[src/hdl/cirst_defines.vh]
// Constants for the infrared port status and baud divisor block.
//
// Behaviour
// - Divisor low byte, index 5 with bank select set, read/write, resets 00h.
// - Divisor high byte, index 6 with bank select set, read/write, resets 00h.
// - Bit rate equals 115200 divided by the sixteen-bit divisor.
// - Bank clear, index 5 reads transmit byte count in bits 5-0.
// - Bank clear, index 6 reads receive byte count; bit 6 reads zero.
// - Receive status bit 7 is a read-only time-out flag, reset zero.
// - Time-out needs FIFO non-empty, receiver idle and no host read, each 64 ms.
// - Ident bits 2-1 code none, transmit low, receive stored, overrun.
// - Ident bit 0 shows a pending interrupt, resets to one.
`ifndef CIRST_DEFINES_VH
`define CIRST_DEFINES_VH

// Register indices; the byte address is four times the index.
`define CIRST_IDX_BANK 10'h003
`define CIRST_IDX_DIV_LO 10'h005
`define CIRST_IDX_DIV_HI 10'h006
`define CIRST_IDX_IDENT 10'h007
`define CIRST_IDX_INT_STAT 10'h008
`define CIRST_IDX_INT_CLR 10'h009
`define CIRST_IDX_INT_EN 10'h00A

// Field positions.
`define CIRST_BANK_BIT 7
`define CIRST_TO_BIT 7
`define CIRST_EV_TX_LOW 0
`define CIRST_EV_RX_STORED 1
`define CIRST_EV_OVERRUN 2
`define CIRST_EV_TIMEOUT 3
`define CIRST_NUM_EV 4

// Reset values.
`define CIRST_DIV_RST 8'h00
`define CIRST_IDENT_RST 8'h01
`define CIRST_INT_RST 4'h0

// Interrupt source codes.
`define CIRST_CODE_NONE 2'h0
`define CIRST_CODE_TX_LOW 2'h1
`define CIRST_CODE_RX_STORED 2'h2
`define CIRST_CODE_OVERRUN 2'h3

// Timing.
`define CIRST_CLK_HZ 125000000
`define CIRST_REF_HZ 115200
`define CIRST_TIMEOUT_MS 64
`define CIRST_TIMEOUT_CYC (`CIRST_TIMEOUT_MS * (`CIRST_CLK_HZ / 1000))

`endif

[src/hdl/cirst_baud_gen.v]
// Baud tick generator dividing a 115200 Hz reference by the divisor.
`timescale 1ns/10ps
`default_nettype none
`include "cirst_defines.vh"

module cirst_baud_gen #(
  parameter CLK_HZ = `CIRST_CLK_HZ,
  parameter REF_HZ = `CIRST_REF_HZ
) (
  // Clock and reset.
  input wire pclk,
  input wire presetn,
  // Divisor from the register file.
  input wire [15:0] divisor,
  // One-cycle tick at the bit rate.
  output reg baud_tick
);

  localparam [26:0] ACC_MOD = CLK_HZ[26:0];
  localparam [26:0] ACC_STEP = REF_HZ[26:0];

  reg [26:0] acc_reg;
  reg ref_tick_reg;
  reg [15:0] cnt_reg;

  // Fractional accumulator makes a 115200 Hz reference tick from pclk.
  always @(posedge pclk or negedge presetn) begin
    if (!presetn) begin
      acc_reg <= 27'h0000000;
      ref_tick_reg <= 1'b0;
    end else if (acc_reg >= ACC_MOD - ACC_STEP) begin
      acc_reg <= acc_reg + ACC_STEP - ACC_MOD;
      ref_tick_reg <= 1'b1;
    end else begin
      acc_reg <= acc_reg + ACC_STEP;
      ref_tick_reg <= 1'b0;
    end
  end

  // Reference ticks are counted to the divisor; a zero divisor stops the rate.
  always @(posedge pclk or negedge presetn) begin
    if (!presetn) begin
      cnt_reg <= 16'h0000;
      baud_tick <= 1'b0;
    end else begin
      baud_tick <= 1'b0;
      if (divisor == 16'h0000) begin
        cnt_reg <= 16'h0000;
      end else if (ref_tick_reg) begin
        if (cnt_reg >= divisor - 16'h0001) begin
          cnt_reg <= 16'h0000;
          baud_tick <= 1'b1;
        end else begin
          cnt_reg <= cnt_reg + 16'h0001;
        end
      end
    end
  end

endmodule // cirst_baud_gen
`default_nettype wire

[src/hdl/cirst_top.v]
// APB register block for infrared port FIFO status, time-out, ident and divisor.
`timescale 1ns/10ps
`default_nettype none
`include "cirst_defines.vh"

module cirst_top #(
  parameter ADDR_W = 12,
  parameter TIMEOUT_CYCLES = `CIRST_TIMEOUT_CYC,
  parameter CNT_W = 24
) (
  // Clock and reset.
  input wire pclk,
  input wire presetn,
  // APB slave.
  input wire psel,
  input wire penable,
  input wire pwrite,
  input wire [ADDR_W-1:0] paddr,
  input wire [31:0] pwdata,
  output reg [31:0] prdata,
  output reg pready,
  output reg pslverr,
  // FIFO side, same clock.
  input wire [5:0] tx_fifo_byte_count,
  input wire [5:0] rx_fifo_byte_count,
  input wire rx_byte_read,
  input wire tx_low_level,
  input wire rx_data_stored,
  input wire rx_overrun,
  // Receiver activity from the transceiver pin side.
  input wire receiver_activity,
  // Rate and interrupt outputs.
  output reg [15:0] baud_divisor,
  output wire baud_tick,
  output reg rx_fifo_timeout_flag,
  output reg irq
);

  localparam [CNT_W-1:0] TO_LIMIT = TIMEOUT_CYCLES[CNT_W-1:0];

  // Register address decode shared by read and write paths.
  // Misaligned addresses never hit, so they end in an error response.
  function hit;
    input [ADDR_W-1:0] addr;
    input [9:0] idx;
    begin
      hit = (addr[1:0] == 2'h0) && (addr[ADDR_W-1:2] == idx);
    end
  endfunction

  // Register file, event and timer state.
  reg divisor_bank_select;
  reg [7:0] baud_divisor_low;
  reg [7:0] baud_divisor_high;
  reg [7:0] interrupt_source_ident;
  reg [`CIRST_NUM_EV-1:0] int_stat_reg;
  reg [`CIRST_NUM_EV-1:0] int_en_reg;
  reg [`CIRST_NUM_EV-1:0] int_clr;
  reg [`CIRST_NUM_EV-1:0] ev_prev_reg;
  reg [2:0] act_sync_reg;
  reg act_stable_reg;
  reg [CNT_W-1:0] nonempty_cnt_reg;
  reg [CNT_W-1:0] idle_cnt_reg;
  reg [CNT_W-1:0] since_read_cnt_reg;
  reg [31:0] rd_next;
  reg err_next;
  // Bus decode and combinational results.
  wire wr_en;
  wire setup;
  wire timeout_next;
  wire [`CIRST_NUM_EV-1:0] ev_level;
  wire [1:0] interrupt_source_code;
  wire interrupt_pending_flag;

  // Bus phase decode.
  assign setup = psel && !penable;
  assign wr_en = psel && penable && pready && pwrite;

  // Read multiplexer, bank dependent at indices 5 and 6.
  // With the bank bit clear the divisor bytes are hidden behind the FIFO status,
  // so software must set the bank bit before it loads a new rate.
  always @* begin
    rd_next = 32'h00000000;
    err_next = 1'b0;
    if (hit(paddr, `CIRST_IDX_BANK)) begin
      rd_next[`CIRST_BANK_BIT] = divisor_bank_select;
    end else if (hit(paddr, `CIRST_IDX_DIV_LO)) begin
      if (divisor_bank_select) begin
        rd_next[7:0] = baud_divisor_low;
      end else begin
        rd_next[5:0] = tx_fifo_byte_count;
      end
    end else if (hit(paddr, `CIRST_IDX_DIV_HI)) begin
      if (divisor_bank_select) begin
        rd_next[7:0] = baud_divisor_high;
      end else begin
        rd_next[5:0] = rx_fifo_byte_count;
        rd_next[`CIRST_TO_BIT] = rx_fifo_timeout_flag;
      end
    end else if (hit(paddr, `CIRST_IDX_IDENT)) begin
      rd_next[7:0] = interrupt_source_ident;
    end else if (hit(paddr, `CIRST_IDX_INT_STAT)) begin
      rd_next[`CIRST_NUM_EV-1:0] = int_stat_reg;
    end else if (hit(paddr, `CIRST_IDX_INT_CLR)) begin
      rd_next = 32'h00000000;
    end else if (hit(paddr, `CIRST_IDX_INT_EN)) begin
      rd_next[`CIRST_NUM_EV-1:0] = int_en_reg;
    end else begin
      err_next = 1'b1;
    end
  end

  // Zero-wait APB answer: data and ready are captured in the setup cycle.
  // Capturing in the setup cycle keeps prdata a flop output and still answers
  // in the first access cycle; read data then stands until psel falls.
  always @(posedge pclk or negedge presetn) begin
    if (!presetn) begin
      prdata <= 32'h00000000;
      pready <= 1'b0;
      pslverr <= 1'b0;
    end else begin
      pready <= setup;
      pslverr <= setup && err_next;
      if (setup && !pwrite) begin
        prdata <= rd_next;
      end else if (!psel) begin
        prdata <= 32'h00000000;
      end
    end
  end

  // Writable registers; read-only locations ignore writes.
  // The bank bit gates the divisor writes, so a write at index 5 or 6 with the bank
  // clear lands on a status location and is dropped without an error.
  always @(posedge pclk or negedge presetn) begin
    if (!presetn) begin
      divisor_bank_select <= 1'b0;
      baud_divisor_low <= `CIRST_DIV_RST;
      baud_divisor_high <= `CIRST_DIV_RST;
      int_en_reg <= `CIRST_INT_RST;
    end else if (wr_en) begin
      if (hit(paddr, `CIRST_IDX_BANK)) begin
        divisor_bank_select <= pwdata[`CIRST_BANK_BIT];
      end
      if (hit(paddr, `CIRST_IDX_DIV_LO) && divisor_bank_select) begin
        baud_divisor_low <= pwdata[7:0];
      end
      if (hit(paddr, `CIRST_IDX_DIV_HI) && divisor_bank_select) begin
        baud_divisor_high <= pwdata[7:0];
      end
      if (hit(paddr, `CIRST_IDX_INT_EN)) begin
        int_en_reg <= pwdata[`CIRST_NUM_EV-1:0];
      end
    end
  end

  // Clear strobes from a write to the clear register.
  // The strobes last one cycle and meet the set path in the status logic below.
  always @* begin
    int_clr = `CIRST_INT_RST;
    if (wr_en && hit(paddr, `CIRST_IDX_INT_CLR)) begin
      int_clr = pwdata[`CIRST_NUM_EV-1:0];
    end
  end

  // Divisor output for the rate logic.
  // Between the two byte writes the rate runs on one new and one old byte.
  always @(posedge pclk or negedge presetn) begin
    if (!presetn) begin
      baud_divisor <= {`CIRST_DIV_RST, `CIRST_DIV_RST};
    end else begin
      baud_divisor <= {baud_divisor_high, baud_divisor_low};
    end
  end

  // Bit-rate tick from the 115200 reference.
  // A zero divisor stops the tick rather than dividing by zero.
  cirst_baud_gen #(
    .CLK_HZ(`CIRST_CLK_HZ),
    .REF_HZ(`CIRST_REF_HZ)
  ) u_baud (
    .pclk(pclk),
    .presetn(presetn),
    .divisor(baud_divisor),
    .baud_tick(baud_tick)
  );

  // Activity pin passes three stages; a change counts once stages two and three agree.
  // The first stage may go metastable; only the second stage reads it.
  // The agreement test also drops single-cycle glitches on the line.
  always @(posedge pclk or negedge presetn) begin
    if (!presetn) begin
      act_sync_reg <= 3'h0;
      act_stable_reg <= 1'b0;
    end else begin
      act_sync_reg <= {act_sync_reg[1:0], receiver_activity};
      if (act_sync_reg[1] == act_sync_reg[2]) begin
        act_stable_reg <= act_sync_reg[2];
      end
    end
  end

  // Three saturating timers for the time-out conditions.
  // Each timer clears on its own event and stops at or one count past the limit, so it
  // never wraps however long the line stays idle.
  // The non-empty timer stops at the limit, the other two one count beyond it.
  always @(posedge pclk or negedge presetn) begin
    if (!presetn) begin
      nonempty_cnt_reg <= {CNT_W{1'b0}};
      idle_cnt_reg <= {CNT_W{1'b0}};
      since_read_cnt_reg <= {CNT_W{1'b0}};
    end else begin
      if (rx_fifo_byte_count == 6'h00) begin
        nonempty_cnt_reg <= {CNT_W{1'b0}};
      end else if (nonempty_cnt_reg < TO_LIMIT) begin
        nonempty_cnt_reg <= nonempty_cnt_reg + 1'b1;
      end
      if (act_stable_reg) begin
        idle_cnt_reg <= {CNT_W{1'b0}};
      end else if (idle_cnt_reg <= TO_LIMIT) begin
        idle_cnt_reg <= idle_cnt_reg + 1'b1;
      end
      if (rx_byte_read) begin
        since_read_cnt_reg <= {CNT_W{1'b0}};
      end else if (since_read_cnt_reg <= TO_LIMIT) begin
        since_read_cnt_reg <= since_read_cnt_reg + 1'b1;
      end
    end
  end

  // Non-empty needs at least the limit; the other two need more than it.
  // A read in the same cycle vetoes the flag, so a read always drops it at the next edge.
  assign timeout_next = (nonempty_cnt_reg >= TO_LIMIT) && (idle_cnt_reg > TO_LIMIT)
    && (since_read_cnt_reg > TO_LIMIT) && !rx_byte_read;

  // Time-out flag follows its conditions and drops when any fails.
  // It has no clear of its own; software drops it by reading a byte.
  always @(posedge pclk or negedge presetn) begin
    if (!presetn) begin
      rx_fifo_timeout_flag <= 1'b0;
    end else begin
      rx_fifo_timeout_flag <= timeout_next;
    end
  end

  // Source code with overrun first, then receive stored, then transmit low.
  // The code follows the raw source levels, not the enable register, so software
  // can poll the ident register with interrupts masked.
  assign interrupt_source_code = rx_overrun ? `CIRST_CODE_OVERRUN :
    rx_data_stored ? `CIRST_CODE_RX_STORED :
    tx_low_level ? `CIRST_CODE_TX_LOW : `CIRST_CODE_NONE;
  assign interrupt_pending_flag = (interrupt_source_code != `CIRST_CODE_NONE);

  // Ident register; reserved bits stay zero.
  // It resets to 01h and is refreshed from the sources at every edge after that.
  always @(posedge pclk or negedge presetn) begin
    if (!presetn) begin
      interrupt_source_ident <= `CIRST_IDENT_RST;
    end else begin
      interrupt_source_ident <= {5'h00, interrupt_source_code, interrupt_pending_flag};
    end
  end

  // Event levels that feed the sticky status bits.
  assign ev_level[`CIRST_EV_TX_LOW] = tx_low_level;
  assign ev_level[`CIRST_EV_RX_STORED] = rx_data_stored;
  assign ev_level[`CIRST_EV_OVERRUN] = rx_overrun;
  assign ev_level[`CIRST_EV_TIMEOUT] = rx_fifo_timeout_flag;

  // Sticky status per event, set on a rising edge; set wins over clear.
  // Detecting edges keeps a level that stays high from setting the bit again
  // right after software has cleared it.
  genvar gi;
  generate
    for (gi = 0; gi < `CIRST_NUM_EV; gi = gi + 1) begin : g_ev
      always @(posedge pclk or negedge presetn) begin
        if (!presetn) begin
          ev_prev_reg[gi] <= 1'b0;
          int_stat_reg[gi] <= 1'b0;
        end else begin
          ev_prev_reg[gi] <= ev_level[gi];
          if (ev_level[gi] && !ev_prev_reg[gi]) begin
            int_stat_reg[gi] <= 1'b1;
          end else if (int_clr[gi]) begin
            int_stat_reg[gi] <= 1'b0;
          end
        end
      end
    end
  endgenerate

  // Level interrupt while any enabled status bit is set.
  // Registering it keeps the output a flop, at the cost of one cycle of delay.
  always @(posedge pclk or negedge presetn) begin
    if (!presetn) begin
      irq <= 1'b0;
    end else begin
      irq <= |(int_stat_reg & int_en_reg);
    end
  end

endmodule // cirst_top
`default_nettype wire

[config.mk]
export PLATFORM = sky130hd
export DESIGN_NAME = cirst_top
export DESIGN_NICKNAME = d
export VERILOG_FILES = /design/src/hdl/cirst_baud_gen.v /design/src/hdl/cirst_top.v
export VERILOG_INCLUDE_DIRS = /design/src /design/src/hdl
export SDC_FILE = /design/constraint.sdc
export NUM_CORES = 1
export LEC_CHECK = 0
export BUFFER_PORTS_ARGS = -buffer_cell sky130_fd_sc_hd__buf_4
export CAP_MARGIN = 5
export CELL_PAD_IN_SITES_DETAIL_PLACEMENT = 0
export CELL_PAD_IN_SITES_GLOBAL_PLACEMENT = 2
export CORE_UTILIZATION = 40
export CTS_CLUSTER_DIAMETER = 60
export DETAILED_ROUTE_END_ITERATION = 6
export GPL_TIMING_DRIVEN = 0
export PLACE_DENSITY_LB_ADDON = 0.1
export SLEW_MARGIN = 15
export SYNTH_ARGS = -nofsm -noshare
export SYNTH_HDL_FRONTEND = slang
export SYNTH_SLANG_ARGS = --single-unit
[constraint.sdc]
create_clock -name pclk -period 11.3 [get_ports pclk]
set_input_delay 0.565 -clock pclk [delete_from_list [all_inputs] [get_ports pclk]]
set_output_delay 0.565 -clock pclk [all_outputs]
set_load 0.02 [all_outputs]
==> key figures <==
Synth
  • Top FF cell, synth: dfrtp_1
  • Ys async rst share: 1.00
  • Post-synth EDFFs: 0
  • #FFs+latches synth: 175
  • Synth warnings: 0
  • Avg Inst Size Synth: 9.81 um2
  • Seq/Total Area, Yosys: 0.458
  • Synth unique cells: 72
  • Cell Area, Synth: 0.00957 mm2
  • Syn Inst Count: 975

Clock network
  • CTS Sinks: 175
  • CTS Buf Count: 17
  • Clock buffer depth: 2
  • # hold bufs at CTS: 0
  • Clk_lat worst skew: 0.43 ns
  • Post-CTS Setup Inserts: 0
  • CTS Root Cell: clkbuf_16
  • Clock slew at reported path FFs: 0.07 ns
  • H-Tree Depth: 4
  • CTS tree: yes
  • Post-cts sizing count: 0

Drt
  • M1 wire length: 11,500 um
  • Wirelength, routed: 22,200 um
  • DR top layer: met4
  • Avg WL per Cell: 15.7 um
  • Vias: 7,350
  • Drc violations: 0
  • First drt pass iteration count: 5
  • Met2 wire length: 9850 um
  • Initial drt markers: 389
  • Met3 Routed Length: 751 um
  • ANT nets after route: 0
  • Via/cell ratio: 5.18

Timing
  • Relative slew slack: 0.260
  • RSZ-0062 raised after global routing: false
  • Final Hold Fails: 0
  • Achievable Freq: 0.223 GHz
  • Final Skew: 0.0125 ns
  • Setup TNS: 0 ns
  • Setup-failing EPs final: 0
  • Hold Slack: 0.166 ns
  • Fin crit share: 0.398
  • Slew Viols, Final: 0
  • Setup WS post-layout: 6.81 ns
  • Worst-Margin Slew: 1.09 ns
  • Crit path time final: 4.49 ns

GRT
  • Global route overflow: 0
  • Global-route usage over all layers: 0.190
  • Via count of the first global-routing pass: 7,062
  • First-pass GRT wire length: 36,700 um
  • Initial antenna violation count: 0
  • Largest net degree at the start of global routing: 94

Layout
  • Fin util: 0.478
  • Fillers: 2,292
  • Final net count: 1,180
  • Sequential cell area: 0.00438 mm2
  • Ant diodes: 0
  • Synth-to-Final Area Change: 17.3%
  • Commonest non-fill, non-tap cell in the layout: dfrtp_1
  • Fraction of layout cells with a size suffix above 1: 0.152
  • Multi-input gate area: 0.00483 mm2
  • Most frequent cells in the layout: dfrtp_1, nor2_1, buf_4

Place
  • Buffers on Ports: 68
  • DP Worst Slack: 6.78 ns
  • Final GP Congestion: 0.758
  • Detail Placement HPWL: 15,900 um

Floorplanning
  • Starting Density: 0.408
  • Die Y: 157 um
  • Row count: 56
  • Die span in x: 157 um
  • Die Area: 0.0245 mm2
  • I/O pins: 119
  • Floorplan core area: 0.0235 mm2

Worst setup path
  • Critical path class: flip-flop to flip-flop
  • Crit path max fanout: 10
  • Crit. End Element: flip-flop
  • Critical Path AT: 4.85 ns
  • Worst setup SP type: flip-flop
  • WP data required: 11.65 ns

Hold path
  • Hold WC Path Type: input port to async pin

Run status
  • Run status: finished, final reports clean

Power and ir drop
  • Pwr/cell area: 129 mW/mm2
  • VDD IR max: 0.0912 mV
  • Leakage: 5.05 nW

Run
  • Max-cap viol count: 0
[synthesized netlist by cell type, types with 3 or more instances]
cell      number  share of area
nand4b_1       4         0.0037
o32ai_1        4         0.0037
buf_4         25          0.020
nand2b_1       8         0.0052
a32o_1         6         0.0063
a21o_1         9         0.0071
nand4_1       25          0.016
xnor2_1       63          0.058
clkbuf_1      33          0.013
nor4_1        20          0.013
nand3_1       23          0.012
and2_1         9         0.0059
or2_2          4         0.0026
and4_1         8         0.0073
nor2b_1       17          0.011
dfrtp_1      174           0.46
o311ai_0       4         0.0037
nor2_1       117          0.046
a22o_1         6         0.0055
a311oi_1       5         0.0046
a22oi_1        5         0.0039
and3_1        15         0.0098
ha_1          28          0.037
nor3b_1        8         0.0063
o22ai_1        4         0.0026
nand2_1       66          0.026
or4_1          3         0.0024
a32oi_1        3         0.0027
xor2_1        50          0.046
mux2_2        22          0.026
nand3b_1       4         0.0031
or3_1          6         0.0039
nor4b_1        8         0.0073
o21ai_0       29          0.015
o31ai_1        4         0.0031
mux2i_1       14          0.015
a31oi_1       12         0.0078
a21oi_1       21          0.011
inv_1         34          0.013
nor3_1        31          0.016
a211oi_1       6         0.0047
nor2_2         3         0.0020
[critical path, cell delays in order (launching register included)]
cell	delay (ns)
dfrtp_1	0.43
inv_1	0.10
ha_1	0.18
nor3b_1	0.41
nand2_1	0.29
or4_2	0.61
xor2_1	0.17
ha_1	0.29
nor2b_1	0.13
o21ai_0	0.20
a21oi_1	0.10
a211oi_1	0.85
o21ai_0	0.29
buf_4	0.26
nor2_1	0.12
[cells by family after synthesis]
kind of cell | count (synthesis) | synth area share
compound gates | 138 | 0.102
xor+xnor | 113 | 0.103
fa+ha+maj | 29 | 0.0377
buf+inv | 94 | 0.0468
flops | 175 | 0.458
mux | 36 | 0.0405
other cells | 1 | 0.000392
simple gates | 389 | 0.211
[per-stage QoR]
stage	area [um2]	instances	total power, mW
after detailed placement	10600	1386	0.852
final	11200	1418	1.45
after CTS	11200	1418	1.48
after global routing	11200	1418	1.53
after floorplan	9650	998	0.796
after global placement	10600	1385	0.848
[power by group]
| group | total [mW] | switching [mW] | internal (mW) |
|---|---|---|---|
| clock network | 0.615 | 0.268 | 0.347 |
| logic | 0.137 | 0.0781 | 0.0591 |
| registers | 0.700 | 0.0358 | 0.664 |
[layout make-up]
class | instances | share of cell area
Multi-Input combinational cell | 729 | 0.430
Sequential cell | 175 | 0.390
Timing Repair Buffer | 69 | 0.0486
Clock buffer | 19 | 0.0404
Tap cell | 319 | 0.0356
Buffer | 60 | 0.0285
Clock inverter | 13 | 0.0149
Inverter | 34 | 0.0114
[worst paths after layout]
| path | startpoint | to | slack [ns] | depth (start not counted) |
|---|---|---|---|---|
| worst min register to register | act_sync_reg[0] | act_sync_reg[1] | 0.36 | 0 |
| min in group pclk | receiver_activity | act_sync_reg[0] | 0.24 | 1 |
| max in group asynchronous | presetn | nonempty_cnt_reg[5] | 10.28 | 2 |
| worst max-delay path | baud_divisor[0] | u_baud.cnt_reg[5] | 6.81 | 14 |
| worst max register to register | baud_divisor[0] | u_baud.cnt_reg[5] | 6.81 | 14 |
| worst min-delay path | presetn | u_baud.acc_reg[11] | 0.17 | 1 |
[per-layer routing]
layer | GRT usage | vias to the layer above
met2 | 0.287 | 113
met1 | 0.281 | 3593
met5 | 0 | -
met4 | 0.0397 | 0
li1 | - | 3633
met3 | 0.0360 | 11
No activity file was read; power rests on OpenSTA's default activity.
